[config.mk]
export PLATFORM = sky130hd
export DESIGN_NAME = dsl_serial_latches
export DESIGN_NICKNAME = d
export VERILOG_FILES = /design/src/dsl_pkg.sv /design/src/dsl_pd_if.sv /design/src/dsl_pd_seq.sv /design/src/dsl_serial_latches.sv /design/src/dsl_sync.sv
export VERILOG_INCLUDE_DIRS = /design/src
export SDC_FILE = /design/constraint.sdc
export NUM_CORES = 1
export LEC_CHECK = 0
export BUFFER_PORTS_ARGS = -buffer_cell sky130_fd_sc_hd__buf_2
export CAP_MARGIN = 20
export CELL_PAD_IN_SITES_DETAIL_PLACEMENT = 1
export CELL_PAD_IN_SITES_GLOBAL_PLACEMENT = 1
export CORE_MARGIN = 2
export CORE_UTILIZATION = 41
export CTS_BUF_LIST = sky130_fd_sc_hd__clkbuf_8
export CTS_CLUSTER_DIAMETER = 150
export DETAILED_ROUTE_END_ITERATION = 12
export PLACE_DENSITY = 0.88
export RECOVER_POWER = 50
export SYNTH_ARGS = -nofsm -noshare
export SYNTH_HDL_FRONTEND = slang
export SYNTH_HIERARCHICAL = 1
export SYNTH_SLANG_ARGS = --single-unit
[constraint.sdc]
create_clock -name i_sys_clk -period 1.5 [get_ports i_sys_clk]
set_input_delay 0.075 -clock i_sys_clk [delete_from_list [all_inputs] [get_ports i_sys_clk]]
set_output_delay 0.075 -clock i_sys_clk [all_outputs]
set_load 0.02 [all_outputs]
[src/dsl_map.svh]
// bit positions, reset values and timing counts of the serial latches
`ifndef DSL_MAP_SVH
`define DSL_MAP_SVH

`define DSL_WORD_W 24
`define DSL_WORD_RST 24'h000000
`define DSL_SEL_MSB 1
`define DSL_SEL_LSB 0

// reference latch fields
`define DSL_REF_DIV_MSB 15
`define DSL_REF_DIV_LSB 2
`define DSL_POL_BIT 17
`define DSL_TRI_BIT 18
`define DSL_MODE_MSB 20
`define DSL_MODE_LSB 19
`define DSL_CP_MSB 23
`define DSL_CP_LSB 21
`define DSL_CP_MAX 3'h7

// feedback divider latch fields
`define DSL_A_MSB 7
`define DSL_A_LSB 2
`define DSL_B_MSB 19
`define DSL_B_LSB 8
`define DSL_PRE_MSB 21
`define DSL_PRE_LSB 20
`define DSL_PD_BIT 22
`define DSL_FAST_BIT 23

// prescaler modulus values
`define DSL_PRE_P0 7'h08
`define DSL_PRE_P1 7'h10
`define DSL_PRE_P2 7'h20
`define DSL_PRE_P3 7'h40

// timing
`define DSL_CLK_PERIOD_NS 50
`define DSL_PD_SETTLE_NS 100
`define DSL_PD_SETTLE_CYC \
    ((`DSL_PD_SETTLE_NS + `DSL_CLK_PERIOD_NS - 1) / `DSL_CLK_PERIOD_NS)
`define DSL_PD_CNT_W 4
`define DSL_BITCNT_W 5

`endif

[src/dsl_pkg.sv]
// types shared by the serial latch block
package dsl_pkg;

    typedef enum logic [1:0] {
        DSL_SEL_IF_REF = 2'b00,
        DSL_SEL_IF_FB = 2'b01,
        DSL_SEL_RF_REF = 2'b10,
        DSL_SEL_RF_FB = 2'b11
    } dsl_sel_t;

    typedef enum logic [1:0] {
        DSL_PD_RUN = 2'b00,
        DSL_PD_TRISTATE = 2'b01,
        DSL_PD_DOWN = 2'b10
    } dsl_pd_state_t;

endpackage

[src/dsl_pd_if.sv]
// power-down request and status between latch logic and sequencer
`timescale 1ns/1ps
`default_nettype none
interface dsl_pd_if;
    logic load;
    logic pd_bit;
    logic tri_bit;
    logic pump_hiz;
    logic down;

    modport ctrl (output load, output pd_bit, output tri_bit,
                  input pump_hiz, input down);
    modport seq (input load, input pd_bit, input tri_bit,
                 output pump_hiz, output down);
endinterface
`default_nettype wire

[src/dsl_pd_seq.sv]
// power-down sequencer for one synthesizer section
`timescale 1ns/1ps
`default_nettype none
`include "dsl_map.svh"
module dsl_pd_seq (
    input wire logic i_clk,
    input wire logic i_rst_b,
    dsl_pd_if.seq pd
);
    import dsl_pkg::*;

    dsl_pd_state_t state_reg;
    logic [`DSL_PD_CNT_W-1:0] cnt_reg;
    logic settled;

    assign settled = cnt_reg ==
        `DSL_PD_CNT_W'(`DSL_PD_SETTLE_CYC - 1);

    always_ff @(posedge i_clk or negedge i_rst_b) begin
        if (!i_rst_b) begin
            state_reg <= DSL_PD_RUN;
        end else if (pd.load) begin
            if (!pd.pd_bit) begin
                state_reg <= DSL_PD_RUN;
            end else if (pd.tri_bit || state_reg == DSL_PD_DOWN) begin
                state_reg <= DSL_PD_DOWN;
            end else begin
                state_reg <= DSL_PD_TRISTATE;
            end
        end else begin
            case (state_reg)
                DSL_PD_TRISTATE: begin
                    if (settled) begin
                        state_reg <= DSL_PD_DOWN;
                    end
                end
                default: begin
                    state_reg <= state_reg;
                end
            endcase
        end
    end

    // pump settles three-stated before the section goes down
    always_ff @(posedge i_clk or negedge i_rst_b) begin
        if (!i_rst_b) begin
            cnt_reg <= '0;
        end else if (state_reg == DSL_PD_TRISTATE && !pd.load) begin
            cnt_reg <= cnt_reg + `DSL_PD_CNT_W'(1);
        end else begin
            cnt_reg <= '0;
        end
    end

    assign pd.pump_hiz = state_reg != DSL_PD_RUN;
    assign pd.down = state_reg == DSL_PD_DOWN;
endmodule
`default_nettype wire

[src/dsl_serial_latches.sv]
// serial input register and the four divider latches of a dual synthesizer
`timescale 1ns/1ps
`default_nettype none
`include "dsl_map.svh"

// Operation
// select 00 loads IF reference latch, 01 loads IF feedback latch
// select 10 loads RF reference latch, 11 loads RF feedback latch
// each feedback latch holds 6-bit A and 12-bit B counts
// data shifts on serial clock rise; strobe rise moves word to latch
// host sends full 24-bit words, possibly as three bytes
// host keeps strobe low while shifting, raises it after last bit
// host serial clock never exceeds 20 MHz
// outputs stay inactive until all four latches written once
// IF power-down with pump active: three-state pump, then power down
// IF power-down with pump already three-state: down at strobe
// RF power-down with pump active: three-state pump, then power down
// RF power-down with pump already three-state: down at strobe
// power-down holds dividers in load state, input high impedance
// reference oscillator disabled only when both sections powered down
// shift register and latches keep working during power-down
// writing power-down bit 0 restores section immediately
// polarity bit 1 for positive VCO slope, 0 for negative
// three-state bit 1 floats the pump, 0 normal
// three-bit code in reference latch sets pump current
// two feedback latch bits choose prescaler ratio
// prescaler code 00 8/9, 01 16/17, 10 32/33, 11 64/65
// IF gain bit forces max IF current and drives fastlock switch
// RF gain bit forces max RF current and drives fastlock switch
// words arrive MSB first; select bits are last two received
module dsl_serial_latches (
    input wire logic i_sys_clk,
    input wire logic i_rst_b,
    input wire logic i_serial_clk,
    input wire logic i_serial_data_in,
    input wire logic i_latch_load_strobe,
    output logic [13:0] o_if_reference_divider,
    output logic [5:0] o_if_a_count,
    output logic [11:0] o_if_b_count,
    output logic [1:0] o_if_prescaler_sel,
    output logic [6:0] o_if_prescaler_modulus,
    output logic [2:0] o_if_pump_current,
    output logic o_if_pump_hiz,
    output logic o_if_detector_polarity,
    output logic [1:0] o_if_mode,
    output logic o_if_powered_down,
    output logic o_if_dividers_load,
    output logic o_if_input_hiz,
    output logic [13:0] o_rf_reference_divider,
    output logic [5:0] o_rf_a_count,
    output logic [11:0] o_rf_b_count,
    output logic [1:0] o_rf_prescaler_sel,
    output logic [6:0] o_rf_prescaler_modulus,
    output logic [2:0] o_rf_pump_current,
    output logic o_rf_pump_hiz,
    output logic o_rf_detector_polarity,
    output logic [1:0] o_rf_mode,
    output logic o_rf_powered_down,
    output logic o_rf_dividers_load,
    output logic o_rf_input_hiz,
    output logic o_ref_osc_disable,
    output logic o_fast_acquire_switch_pin,
    output logic o_outputs_active,
    output logic o_short_word
);
    import dsl_pkg::*;

    logic [2:0] pin_sync;
    logic sclk_s;
    logic data_s;
    logic strobe_s;
    logic sclk_d_reg;
    logic strobe_d_reg;
    logic sclk_rise;
    logic strobe_rise;
    logic [`DSL_WORD_W-1:0] shift_reg;
    logic [`DSL_BITCNT_W-1:0] bitcnt_reg;
    logic [`DSL_WORD_W-1:0] if_ref_reg;
    logic [`DSL_WORD_W-1:0] if_fb_reg;
    logic [`DSL_WORD_W-1:0] rf_ref_reg;
    logic [`DSL_WORD_W-1:0] rf_fb_reg;
    logic [3:0] written_reg;
    logic short_reg;
    dsl_sel_t sel;
    logic active;
    logic if_fast;
    logic rf_fast;

    dsl_pd_if if_pd ();
    dsl_pd_if rf_pd ();

    // all three pins come from the host's domain
    dsl_sync #(
        .W(3)
    ) u_sync (
        .i_clk(i_sys_clk),
        .i_rst_b(i_rst_b),
        .i_d({i_serial_clk, i_serial_data_in, i_latch_load_strobe}),
        .o_q(pin_sync)
    );

    assign sclk_s = pin_sync[2];
    assign data_s = pin_sync[1];
    assign strobe_s = pin_sync[0];

    // edge finding on the synchronised copies only
    always_ff @(posedge i_sys_clk or negedge i_rst_b) begin
        if (!i_rst_b) begin
            sclk_d_reg <= 1'b0;
            strobe_d_reg <= 1'b0;
        end else begin
            sclk_d_reg <= sclk_s;
            strobe_d_reg <= strobe_s;
        end
    end

    assign sclk_rise = sclk_s & ~sclk_d_reg;
    assign strobe_rise = strobe_s & ~strobe_d_reg;

    // data and clock pass equal sync depth, so they stay aligned
    always_ff @(posedge i_sys_clk or negedge i_rst_b) begin
        if (!i_rst_b) begin
            shift_reg <= `DSL_WORD_RST;
        end else if (sclk_rise) begin
            shift_reg <= {shift_reg[`DSL_WORD_W-2:0], data_s};
        end
    end

    // bits since the last strobe; saturates so long words stay legal
    always_ff @(posedge i_sys_clk or negedge i_rst_b) begin
        if (!i_rst_b) begin
            bitcnt_reg <= '0;
        end else if (strobe_rise) begin
            bitcnt_reg <= '0;
        end else if (sclk_rise &&
                bitcnt_reg != `DSL_BITCNT_W'(`DSL_WORD_W)) begin
            bitcnt_reg <= bitcnt_reg + `DSL_BITCNT_W'(1);
        end
    end

    // a short word is still latched; the flag only reports it
    always_ff @(posedge i_sys_clk or negedge i_rst_b) begin
        if (!i_rst_b) begin
            short_reg <= 1'b0;
        end else if (strobe_rise) begin
            short_reg <= bitcnt_reg != `DSL_BITCNT_W'(`DSL_WORD_W);
        end
    end

    assign sel = dsl_sel_t'(shift_reg[`DSL_SEL_MSB:`DSL_SEL_LSB]);

    // latches load in every power state
    always_ff @(posedge i_sys_clk or negedge i_rst_b) begin
        if (!i_rst_b) begin
            if_ref_reg <= `DSL_WORD_RST;
            if_fb_reg <= `DSL_WORD_RST;
            rf_ref_reg <= `DSL_WORD_RST;
            rf_fb_reg <= `DSL_WORD_RST;
        end else if (strobe_rise) begin
            if (sel == DSL_SEL_IF_REF) begin
                if_ref_reg <= shift_reg;
            end else if (sel == DSL_SEL_IF_FB) begin
                if_fb_reg <= shift_reg;
            end else if (sel == DSL_SEL_RF_REF) begin
                rf_ref_reg <= shift_reg;
            end else begin
                rf_fb_reg <= shift_reg;
            end
        end
    end

    // one bit per latch, set by its first write after reset
    always_ff @(posedge i_sys_clk or negedge i_rst_b) begin
        if (!i_rst_b) begin
            written_reg <= 4'h0;
        end else if (strobe_rise) begin
            written_reg[sel] <= 1'b1;
        end
    end

    assign active = &written_reg;

    // the sequencer sees the new power-down bit with the strobe edge;
    // the three-state bit is the one already held in the reference latch
    assign if_pd.load = strobe_rise && sel == DSL_SEL_IF_FB;
    assign if_pd.pd_bit = shift_reg[`DSL_PD_BIT];
    assign if_pd.tri_bit = if_ref_reg[`DSL_TRI_BIT];
    assign rf_pd.load = strobe_rise && sel == DSL_SEL_RF_FB;
    assign rf_pd.pd_bit = shift_reg[`DSL_PD_BIT];
    assign rf_pd.tri_bit = rf_ref_reg[`DSL_TRI_BIT];

    dsl_pd_seq u_if_seq (
        .i_clk(i_sys_clk),
        .i_rst_b(i_rst_b),
        .pd(if_pd.seq)
    );

    dsl_pd_seq u_rf_seq (
        .i_clk(i_sys_clk),
        .i_rst_b(i_rst_b),
        .pd(rf_pd.seq)
    );

    function automatic logic [6:0] modulus(input logic [1:0] code);
        logic [6:0] p;
        p = `DSL_PRE_P0;
        case (code)
            2'h0: p = `DSL_PRE_P0;
            2'h1: p = `DSL_PRE_P1;
            2'h2: p = `DSL_PRE_P2;
            default: p = `DSL_PRE_P3;
        endcase
        return p;
    endfunction

    // IF section
    assign if_fast = if_fb_reg[`DSL_FAST_BIT];
    assign o_if_reference_divider =
        if_ref_reg[`DSL_REF_DIV_MSB:`DSL_REF_DIV_LSB];
    assign o_if_a_count = if_fb_reg[`DSL_A_MSB:`DSL_A_LSB];
    assign o_if_b_count = if_fb_reg[`DSL_B_MSB:`DSL_B_LSB];
    assign o_if_prescaler_sel =
        if_fb_reg[`DSL_PRE_MSB:`DSL_PRE_LSB];
    assign o_if_prescaler_modulus =
        modulus(o_if_prescaler_sel);
    assign o_if_pump_current = if_fast ? `DSL_CP_MAX
        : if_ref_reg[`DSL_CP_MSB:`DSL_CP_LSB];
    assign o_if_pump_hiz = ~active
        | if_ref_reg[`DSL_TRI_BIT]
        | if_pd.pump_hiz;
    assign o_if_detector_polarity = if_ref_reg[`DSL_POL_BIT];
    assign o_if_mode = if_ref_reg[`DSL_MODE_MSB:`DSL_MODE_LSB];
    assign o_if_powered_down = if_pd.down;
    assign o_if_dividers_load = if_pd.down;
    assign o_if_input_hiz = if_pd.down;

    // RF section
    assign rf_fast = rf_fb_reg[`DSL_FAST_BIT];
    assign o_rf_reference_divider =
        rf_ref_reg[`DSL_REF_DIV_MSB:`DSL_REF_DIV_LSB];
    assign o_rf_a_count = rf_fb_reg[`DSL_A_MSB:`DSL_A_LSB];
    assign o_rf_b_count = rf_fb_reg[`DSL_B_MSB:`DSL_B_LSB];
    assign o_rf_prescaler_sel =
        rf_fb_reg[`DSL_PRE_MSB:`DSL_PRE_LSB];
    assign o_rf_prescaler_modulus =
        modulus(o_rf_prescaler_sel);
    assign o_rf_pump_current = rf_fast ? `DSL_CP_MAX
        : rf_ref_reg[`DSL_CP_MSB:`DSL_CP_LSB];
    assign o_rf_pump_hiz = ~active
        | rf_ref_reg[`DSL_TRI_BIT]
        | rf_pd.pump_hiz;
    assign o_rf_detector_polarity = rf_ref_reg[`DSL_POL_BIT];
    assign o_rf_mode = rf_ref_reg[`DSL_MODE_MSB:`DSL_MODE_LSB];
    assign o_rf_powered_down = rf_pd.down;
    assign o_rf_dividers_load = rf_pd.down;
    assign o_rf_input_hiz = rf_pd.down;

    // shared outputs
    assign o_ref_osc_disable = if_pd.down & rf_pd.down;
    assign o_fast_acquire_switch_pin =
        active & (if_fast | rf_fast);
    assign o_outputs_active = active;
    assign o_short_word = short_reg;
endmodule
`default_nettype wire

[src/dsl_sync.sv]
// two flip-flop synchroniser for pin inputs
`timescale 1ns/1ps
`default_nettype none
module dsl_sync #(
    parameter int W = 1
) (
    input wire logic i_clk,
    input wire logic i_rst_b,
    input wire logic [W-1:0] i_d,
    output logic [W-1:0] o_q
);
    logic [W-1:0] meta_reg;

    always_ff @(posedge i_clk or negedge i_rst_b) begin
        if (!i_rst_b) begin
            meta_reg <= '0;
            o_q <= '0;
        end else begin
            meta_reg <= i_d;
            o_q <= meta_reg;
        end
    end
endmodule
`default_nettype wire

==> metrics.md, run 1 <==
| Metric | Value |
|---|---|
| Least-Margin Pin Slew | `between 1 and 1.5 ns` |
| DIE WIDTH | `about 130 um` |
| Post-synth cell types | `35` |
| Worst R2R Path Depth | `5` |
| Routed wire length | `15.61 mm` |
| Clock buffer depth | `2` |
| RSZ-0062 raised after global routing | `yes` |
| Largest net degree at the start of global routing | `between 50 and 60` |
| DRC viols | `0` |
| Seq pwr share | `0.441` |
| Clk root buf | `clkbuf_8` |
| Seq cells post-synth | `~140` |
| Final #Nets | `around 600` |
| WP buf/inv | `2` |
| Min-Delay Path Class | `in -> reg` |
| Combinational power share | `0.212` |
| TritonCTS clock tree | `built` |
| Post-Synth XOR/XNOR Area | `0.005757` |
| CP Class | `reg -> reg` |
| First drt pass iteration count | `4` |
| Die area | `15830 sq um` |
| ANT cells | `0` |
| Critical Path AT | `2.06 ns` |
| Hpwl dp | `just over 9 mm` |
| Starting DRT DRC Count | `138` |
| Static Leak | `a little over 0.004 uW` |
| Clock share of power | `0.347` |
| First-pass GRT wire length | `about 25 mm` |
| Remaining global-route overflow | `0` |
| Syn Inst Count | `roughly 500` |
| Failing checks | `negative setup slack` |
| H-tree Lvls | `4` |
| Max Cap Violations | `0` |
| Reg-to-reg endpoint | `rf_fb_reg[14]` |
| Adder-cell share of the synthesized area | `0.02056` |
| Placed cell count | `slightly above 700` |
| Post-synthesis compound-gate area fraction | `0.02344` |
| Number of global-route vias before repair | `about 4.4k` |
| Run status | `complete, but fails checks` |
| # clock sinks | `roughly 140` |
| CP Capture Type | `flip-flop` |
| Flop2flop setup slack | `-0.23 ns` |
| Worst Hold End | `u_sync/meta_reg[1]` |
| Initial Util | `0.4187` |
| Clock slew at reported path FFs | `roughly 0.080 ns` |
| CP peak stage delay | `around 0.42 ns` |
| Fin crit period | `about 1.7 ns` |
| Syn. warnings | `6` |
| Ports | `between 100 and 150` |
| Vias/cell | `~5` |
| ANT nets after route | `0` |
| Max Clk Rate | `around 0.58 GHz` |
| Final setup vio count | `~70` |
| IO buf count | `104` |
| Mux cell area share after synthesis | `0.1554` |
| Synthesized area | `a little over 6000 sq um` |
| Reg-to-Reg Start | `shift_reg[0]` |
| Cell class contributing the biggest share of worst-path delay | `flip-flops` |
| Share of cells above drive strength 1 | `0.5425` |
| Hold path cells | `2` |
| Internal power | `approximately 7300 uW` |
| Die Ht | `about 130 um` |
| Switch share | `0.2929` |
| CP Cell Sequence | `inv_2 > ha_4 > nor3_4 > buf_6 > mux2_4` |
| Sw power | `roughly 3000 uW` |
| All-Layer GR Usage | `0.2054` |
| Slowest stage cell, crit path | `dfrtp_2` |
| Final hold vios | `0` |
| Register area share after synthesis | `0.5674` |
| RD Place Congestion | `between 0.7 and 0.8` |
| Largest family of logic cells by synthesized area | `multiplexers` |
| Fin cells | `about 800` |
| Clock Latency Late Sink | `around 0.45 ns` |
| Vias post-DR | `about 3.9k` |
| Slew Limit Headroom | `0.1213` |
| Setup WS post-layout | `-0.2293 ns` |
| PwrDens | `between 1000 and 1500 nW/um^2` |
| Wirelength per Cell | `between 15 and 20 um` |
| Tcrit/Tclk final | `1.153` |
| Initial antenna violation count | `0` |
| TritonCTS Buffers | `17` |
| Simple-gate area share of the yosys netlist | `0.1051` |
| Worst-path fanout max | `8` |
| Worst hold start | `i_serial_data_in` |
| Post-synth top area cell | `dfrtp_1` |
| Max reg flops | `24` |
| Site Rows | `44` |
| Fin. max-slew vios | `0` |
| Clk_skew | `about 0.0091 ns` |
| CORE AREA | `roughly 15000 sq um` |
| Req. time, crit path | `~1.8 ns` |
| VDD IR max | `between 0.7 and 0.8 mV` |
| CP startpoint kind | `flip-flop` |
| Synth top area share | `0.5674` |
| Area Overhead vs Synth | `24.88%` |
| Avg Cell Area, Syn | `about 12 sq um` |
| Final setup TNS | `-10.39 ns` |
| Synth top area cells | `dfrtp_1 57%, mux2_2 15%, buf_4 10%` |
## what timing repair did
action	in CTS	in global routing
pin swaps	7	16
buffers inserted	21	13
cloned	2	0
hold endpoints to repair	136	0
setup endpoints to repair	105	105
hold buffers	4	0
gates resized for setup	74	41
## routing by layer
| metal | vias up | GRT usage | wire, um |
|---|---|---|---|
| met5 | - | 0 | 0 |
| met4 | 0 | 0.07434 | 265 |
| met3 | 21 | 0.05862 | 714 |
| met2 | 100 | 0.3539 | 8244 |
| met1 | 2028 | 0.2466 | 6389 |
| li1 | 1761 | - | - |
## worst max path at each step
stage                       startpoint             to  slack (ns)  cells after the start
final                     shift_reg[0]  rf_fb_reg[14]       -0.23                      5
after floorplan           shift_reg[1]  if_fb_reg[10]       0.003                      5
after CTS                 shift_reg[1]  if_fb_reg[18]       -0.14                      5
after global placement    strobe_d_reg  rf_ref_reg[7]       -0.20                      4
after detailed placement  strobe_d_reg  rf_ref_reg[2]       -0.29                      4
after global routing      shift_reg[0]   rf_fb_reg[4]       -0.27                      5
## cells in the mapped netlist
library cell and number:
a211oi_2 2, a21o_1 1, a21oi_1 7, a31o_1 2
and2_1 5, and4b_4 1, buf_2 7, buf_4 85
clkbuf_1 5, conb_1 1, dfrtp_1 138, ha_1 10
inv_1 11, inv_2 2, mux2_1 2, mux2_2 82
nand2_1 73, nand2_2 1, nand2b_1 3, nand3_1 7
nand3_2 1, nand3b_1 2, nand4_1 3, nor2_1 17
nor2b_1 6, nor3_2 1, nor3b_2 1, o21ai_0 8
o221ai_1 2, or2_2 8, or3_1 4, or3_2 1
or4b_1 1, xnor2_1 2, xor2_1 2
## power groups by stage
| stage | logic [uW] | clock network [uW] | registers (uW) |
|---|---|---|---|
| 3_5_place_dp | 1760 | 0 | 4560 |
| 2_1_floorplan | 1540 | 0 | 4440 |
| 5_1_grt | 2330 | 3820 | 4590 |
| 6_report | 2180 | 3560 | 4530 |
| 3_3_place_gp | 1710 | 0 | 4520 |
| 4_1_cts | 2100 | 3600 | 4520 |
## final cells by class
class / instances / area [sq um]
clock buffers: 20 / 275.3
clock inverters: 12 / 193.9
fillers: 1525 / 6934
inverters: 13 / 51.30
multi-input cells: 261 / 2228
flip-flops and latches: 138 / 3455
well taps: 184 / 230.2
repair buffers: 168 / 1166
## metrics by stage
stage | cell area (sq um) | util | hold slack, ns | setup slack [ns] | power, uW
floorplan | 6136 | - | -0.2206 | 0.002997 | 5986
global placement | 6422 | 0.4419 | 0.05267 | -0.1958 | 6225
detailed placement | 6422 | 0.4419 | 0.06276 | -0.2853 | 6325
CTS | 7417 | 0.5103 | 0.1265 | -0.1394 | 10220
global route | 7600 | 0.5229 | 0.2484 | -0.2700 | 10740
finish | 7600 | 0.5229 | 0.2720 | -0.2293 | 10270
## layout by cell type (no fill, tap or decap), types with 9 or more instances in the layout
master	synthesis	routed
mux2_4	0	36
dfrtp_1	138	137
buf_6	0	16
clkbuf_8	0	20
nor2_1	17	13
mux2_2	82	48
nand2_1	73	70
inv_2	2	9
buf_4	85	43
buf_2	7	96
## cells by family after synthesis
family	Yosys count
DFF	138
and+or+nand+nor	135
buffers and inverters	110
muxes	84
AOI/OAI and AO/OA	22
adders and majority gates	10
xor gates and xnor gates	4
other	1
Power figures use the tool's default switching activity.
==> run 2, diff against run 1 <==
--- a/config.mk
+++ b/config.mk
@@ -10,12 +10,11 @@
 export CAP_MARGIN = 20
 export CELL_PAD_IN_SITES_DETAIL_PLACEMENT = 1
 export CELL_PAD_IN_SITES_GLOBAL_PLACEMENT = 1
-export CORE_MARGIN = 2
 export CORE_UTILIZATION = 41
 export CTS_BUF_LIST = sky130_fd_sc_hd__clkbuf_8
 export CTS_CLUSTER_DIAMETER = 150
 export DETAILED_ROUTE_END_ITERATION = 12
-export PLACE_DENSITY = 0.88
+export PLACE_DENSITY_LB_ADDON = 0.05
 export RECOVER_POWER = 50
 export SYNTH_ARGS = -nofsm -noshare
 export SYNTH_HDL_FRONTEND = slang
==> run 2 against run 1 <==
Against the previous run: register-to-register slack better by 0.06 ns; first-iteration DRC count is 2.2% higher; non-clock buffer count decreased by 6; worst hold slack gained 0.0085 ns; clock-buffer cell count grew 1; the run still ends with negative setup slack left; cell count is 0.75% lower; via count fell by 2.8%; fmax grew 3.5%.
==> metrics.md, run 2 (synthesized netlist as in run 1, its figures left out) <==
| Metric | Value |
|---|---|
| Run status | `complete, but fails checks` |
| Failing checks | `negative setup slack` |
| Register area | `between 3000 and 4000 sq um` |
| Final hold vios | `0` |
| TritonCTS Buffers | `17` |
| RSZ-0062 raised after global routing | `yes` |
| Setup WS post-layout | `-0.1706 ns` |
| # clock sinks | `138` |
| Clock Latency Late Sink | `0.44 ns` |
| Initial Util | `0.4187` |
| Multi-input gate area | `2181 sq um` |
| Worst-path fanout max | `5` |
| Clk_skew | `between 0.008 and 0.009 ns` |
| VDD IR max | `about 0.84 mV` |
| CP Capture Type | `flip-flop` |
| CORE AREA | `~15000 sq um` |
| Final setup vio count | `74` |
| PwrDens | `approximately 1300 nW/um^2` |
| Req. time, crit path | `1.83 ns` |
| Area Overhead vs Synth | `22.72%` |
| All-Layer GR Usage | `0.1889` |
| TritonCTS clock tree | `built` |
| Fin. max-slew vios | `0` |
| Power Total | `~9600 uW` |
| First-pass GRT wire length | `around 21 mm` |
| H-tree Lvls | `4` |
| Commonest non-fill, non-tap cell in the layout | `dfrtp_1` |
| Final #Nets | `about 610` |
| Max Cap Violations | `0` |
| Fin crit period | `1.671 ns` |
| Fin cells | `790` |
| Final setup TNS | `-8.939 ns` |
| First drt pass iteration count | `4` |
| ANT nets after route | `0` |
| Clk root buf | `clkbuf_8` |
| Initial antenna violation count | `0` |
| ANT cells | `0` |
| Static Leak | `between 0.004 and 0.005 uW` |
| Max reg flops | `24` |
| Critical Path AT | `2.00 ns` |
| Remaining global-route overflow | `0` |
| Slew Limit Headroom | `0.2881` |
| Routed wire length | `about 14 mm` |
| Wirelength per Cell | `17.20 um` |
| Fill cells | `~1.5k` |
| Most frequent cells in the layout | `137 x dfrtp_1, 103 x buf_2, 73 x nand2_1` |
| Number of global-route vias before repair | `3925` |
| Hpwl dp | `between 8 and 9 mm` |
| DRC viols | `0` |
| Clock slew at reported path FFs | `around 0.080 ns` |
| Vias post-DR | `roughly 3.8k` |
| Largest net degree at the start of global routing | `43` |
| Ports | `roughly 110` |
| Tcrit/Tclk final | `1.114` |
| Share of cells above drive strength 1 | `0.5149` |
| CP Class | `reg -> reg` |
| IO buf count | `about 100` |
| Clock buffer depth | `2` |
| RD Place Congestion | `0.7538` |
| Placed cell count | `around 730` |
| CP startpoint kind | `flip-flop` |
| Starting DRT DRC Count | `141` |
| Least-Margin Pin Slew | `between 1 and 1.5 ns` |
| Site Rows | `44` |
| Die Ht | `around 120 um` |
| Max Clk Rate | `0.5986 GHz` |
| Vias/cell | `slightly below 5` |
| Die area | `between 15000 and 20000 sq um` |
| Min-Delay Path Class | `in -> reg` |
| DIE WIDTH | `between 100 and 150 um` |
run 2: cell types whose count changed in the layout (fill, tap and decap cells not counted), moves of 4 or more:
cell,previous run,this run
buf_2,96,103
mux2_2,48,44
mux2_4,36,40
buf_6,16,7
buf_4,43,31
run 2: worst paths after layout:
path | startpoint | end | slack, ns | cells past startpoint
worst max-delay path | shift_reg[1] | if_fb_reg[7] | -0.17 | 6
worst min-delay path | i_serial_clk | u_sync/meta_reg[2] | 0.28 | 2
worst max register to register | shift_reg[1] | if_fb_reg[7] | -0.17 | 6
worst min register to register | u_sync/meta_reg[2] | u_sync/o_q[2] | 0.35 | 0
max in group asynchronous | i_rst_b | if_fb_reg[16] | 0.17 | 3
min in group asynchronous | i_rst_b | u_rf_seq/cnt_reg[3] | 0.36 | 2
run 2: where the power goes:
part	internal (uW)	total (uW)	switching, uW
Sequential	4160	4490	337
Clock	1640	3060	1420
Combinational	937	2050	1110
Total	6740	9610	2870
run 2: layer usage:
layer | track usage | up-vias | routed length [um]
met2 | 0.3059 | 85 | 6664
met3 | 0.05403 | 14 | 638
met5 | 0 | - | 0
met4 | 0.07455 | 0 | 193
met1 | 0.2379 | 1950 | 6091
li1 | - | 1751 | -
run 2: worst max-delay path: stages, from the launching register on:
cell	delay [ns]
dfrtp_1	0.40
inv_2	0.13
ha_4	0.16
nor3b_4	0.24
buf_4	0.18
clkbuf_16	0.15
mux2_4	0.30
run 2: stage by stage:
step	util	setup slack (ns)	instance area, sq um	hold slack, ns
global route	0.5139	-0.2448	7468	0.2494
global placement	0.4484	-0.09049	6518	0.03854
CTS	0.5049	-0.1471	7338	0.1247
finish	0.5139	-0.1706	7468	0.2806
floorplan	-	0.002997	6136	-0.2206
detailed placement	0.4484	-0.1303	6518	0.04057
run 2: cell type report:
type                            instances  area share
Clock buffer                           21     0.03870
Clock inverter                         11     0.01592
Inverter                               13    0.006534
Multi-Input combinational cell        261      0.2920
Sequential cell                       138      0.4626
Tap cell                              184     0.03083
Timing Repair Buffer                  162      0.1535
run 2: repair_timing:
item                                    in CTS  in global routing
pin swaps                                    3                  7
hold buffers                                 4                  0
cloned                                       4                  2
endpoints found under the setup margin      93                 97
buffers inserted                            13                 13
endpoints found under the hold margin      141                  0
gates resized for setup                     51                 32
==> run 3, diff against run 2 <==
--- a/config.mk
+++ b/config.mk
@@ -14,7 +14,7 @@
 export CTS_BUF_LIST = sky130_fd_sc_hd__clkbuf_8
 export CTS_CLUSTER_DIAMETER = 150
 export DETAILED_ROUTE_END_ITERATION = 12
-export PLACE_DENSITY_LB_ADDON = 0.05
+export PLACE_DENSITY_LB_ADDON = 0.1
 export RECOVER_POWER = 50
 export SYNTH_ARGS = -nofsm -noshare
 export SYNTH_HDL_FRONTEND = slang
==> run 3 against run 2 <==
Against the previous run: the run still ends with negative setup slack left; critical path type unchanged; register-to-register slack gained 0.04 ns; largest cell class unchanged; first-iteration DRC count down 32%; clock skew increased by 0.0019 ns; sequential power is essentially flat.
==> metrics.md, run 3 (synthesized netlist as in run 1, its figures left out) <==
| Metric | Value |
|---|---|
| Least-Margin Pin Slew | `roughly 0.82 ns` |
| CP Class | `reg -> reg` |
| Number of global-route vias before repair | `between 3k and 4k` |
| CP Cell Sequence | `buf_6 > ha_4 > nor2_1 > nand3_2 > buf_12 > mux2_1` |
| VDD IR max | `0.7466 mV` |
| First drt pass iteration count | `6` |
| Reg-to-reg endpoint | `rf_ref_reg[19]` |
| Most frequent cells in the layout | `137 x dfrtp_1, 101 x buf_2, 73 x nand2_1` |
| Final setup vio count | `65` |
| Slowest stage cell, crit path | `dfrtp_1` |
| Clock Latency Late Sink | `about 0.44 ns` |
| Hpwl dp | `roughly 8.5 mm` |
| Final hold vios | `0` |
| IO buf count | `approximately 100` |
| Starting DRT DRC Count | `96` |
| RSZ-0062 raised after global routing | `yes` |
| PwrDens | `1296 nW/um^2` |
| Max Clk Rate | `about 0.61 GHz` |
| Min-Delay Path Class | `in -> async` |
| DRC viols | `0` |
| CORE AREA | `around 15000 sq um` |
| Final #Nets | `~600` |
| Critical Path AT | `1.95 ns` |
| All-Layer GR Usage | `0.1864` |
| Commonest non-fill, non-tap cell in the layout | `dfrtp_1` |
| Ports | `~110` |
| Die area | `about 15000 sq um` |
| ANT cells | `0` |
| Initial Util | `0.4187` |
| CP startpoint kind | `flip-flop` |
| Max Cap Violations | `0` |
| CP peak stage delay | `between 0.4 and 0.5 ns` |
| Remaining global-route overflow | `0` |
| Core Util, Final | `0.5007` |
| TritonCTS Buffers | `17` |
| Clock slew at reported path FFs | `about 0.08 ns` |
| ANT nets after route | `0` |
| # clock sinks | `between 100 and 150` |
| Req. time, crit path | `~1.8 ns` |
| Worst-path fanout max | `11` |
| Tcrit/Tclk final | `1.087` |
| Vias/cell | `around 4.9` |
| Failing checks | `negative setup slack` |
| Clk_skew | `approximately 0.010 ns` |
| H-tree Lvls | `4` |
| Reg-to-Reg Start | `shift_reg[0]` |
| Fin. max-slew vios | `0` |
| Clock buffer depth | `2` |
| Setup WS post-layout | `-0.1298 ns` |
| Run status | `complete, but fails checks` |
| RD Place Congestion | `~0.73` |
| Routed wire length | `approximately 13 mm` |
| Largest net degree at the start of global routing | `53` |
| Worst R2R Path Depth | `6` |
| Worst hold slack | `0.2670 ns` |
| Die Ht | `123.8 um` |
| Vias post-DR | `roughly 3.8k` |
| Setup WS pre-CTS | `-0.1142 ns` |
| First-pass GRT wire length | `approximately 21 mm` |
| Initial antenna violation count | `0` |
| Site Rows | `44` |
| Area Overhead vs Synth | `19.57%` |
| TritonCTS clock tree | `built` |
| Clk root buf | `clkbuf_8` |
| Flop2flop setup slack | `-0.13 ns` |
| CP Capture Type | `flip-flop` |
| Power Total | `9433 uW` |
| Max reg flops | `24` |
| Slew Limit Headroom | `0.4508` |
| Wirelength per Cell | `17.21 um` |
| Share of cells above drive strength 1 | `0.5126` |
| Fin crit period | `roughly 1.6 ns` |
| Static Leak | `about 0.004 uW` |
| DIE WIDTH | `about 120 um` |
[run 3: cell types whose count changed in the layout (fill, tap and decap cells not counted), sizes merged]
cell and change:
clkbuf -4, clkinv +2, bufinv -1, clkinvlp -1, buf -7
[run 3: worst max-delay path: cells and delay by family (launching register included)]
family / cells / cell delay, ns
multiplexers: 1 / 0.30
adder cells (fa/ha/maj): 1 / 0.15
buffers and inverters: 2 / 0.33
flip-flops: 1 / 0.42
AND/OR/NAND/NOR: 2 / 0.30
[run 3: report_power, final]
part	switching, uW	leakage [uW]	internal [uW]	total, uW
clock	1450	0.000193	1480	2920
sequential	357	0.00186	4160	4510
combinational	1090	0.00185	909	2000
[run 3: how the worst max path moves through the flow]
stage	from	slack [ns]	depth (start not counted)	end
floorplan	shift_reg[1]	0.003	5	if_fb_reg[10]
global placement	strobe_d_reg	-0.09	4	if_fb_reg[10]
detailed placement	shift_reg[0]	-0.11	5	if_fb_reg[8]
CTS	shift_reg[0]	-0.11	6	if_fb_reg[8]
global route	shift_reg[0]	-0.21	6	if_fb_reg[5]
finish	shift_reg[0]	-0.13	6	rf_ref_reg[19]
[run 3: repair_timing]
action	in CTS	in global routing
gates resized for setup	43	33
setup endpoints to repair	74	103
gates cloned	1	0
pin swaps	2	7
setup buffers	12	7
hold buffers	4	0
endpoints found under the hold margin	141	0
[run 3: area by class of cell]
type	instances	area [sq um]
Clock buffer	21	289.0
Clock inverter	11	95.09
Fill cell	1555	7257
Inverter	13	48.80
Multi-Input combinational cell	261	2166
Sequential cell	138	3455
Tap cell	184	230.2
Timing Repair Buffer	151	993.5
[run 3: metal layers]
metal	GRT usage	wire, um	vias to the layer above
met1	0.2443	6179	1951
met4	0.07154	196	0
li1	-	-	1731
met2	0.2972	6487	83
met3	0.04579	539	16
met5	0	0	-
[run 3: stage by stage]
step	area, sq um	cells	setup TNS, ns
2_1_floorplan	6136	509	0
3_3_place_gp	6477	724	-2.194
3_5_place_dp	6477	724	-4.902
4_1_cts	7169	773	-4.577
5_1_grt	7277	779	-11.56
6_report	7277	779	-5.447
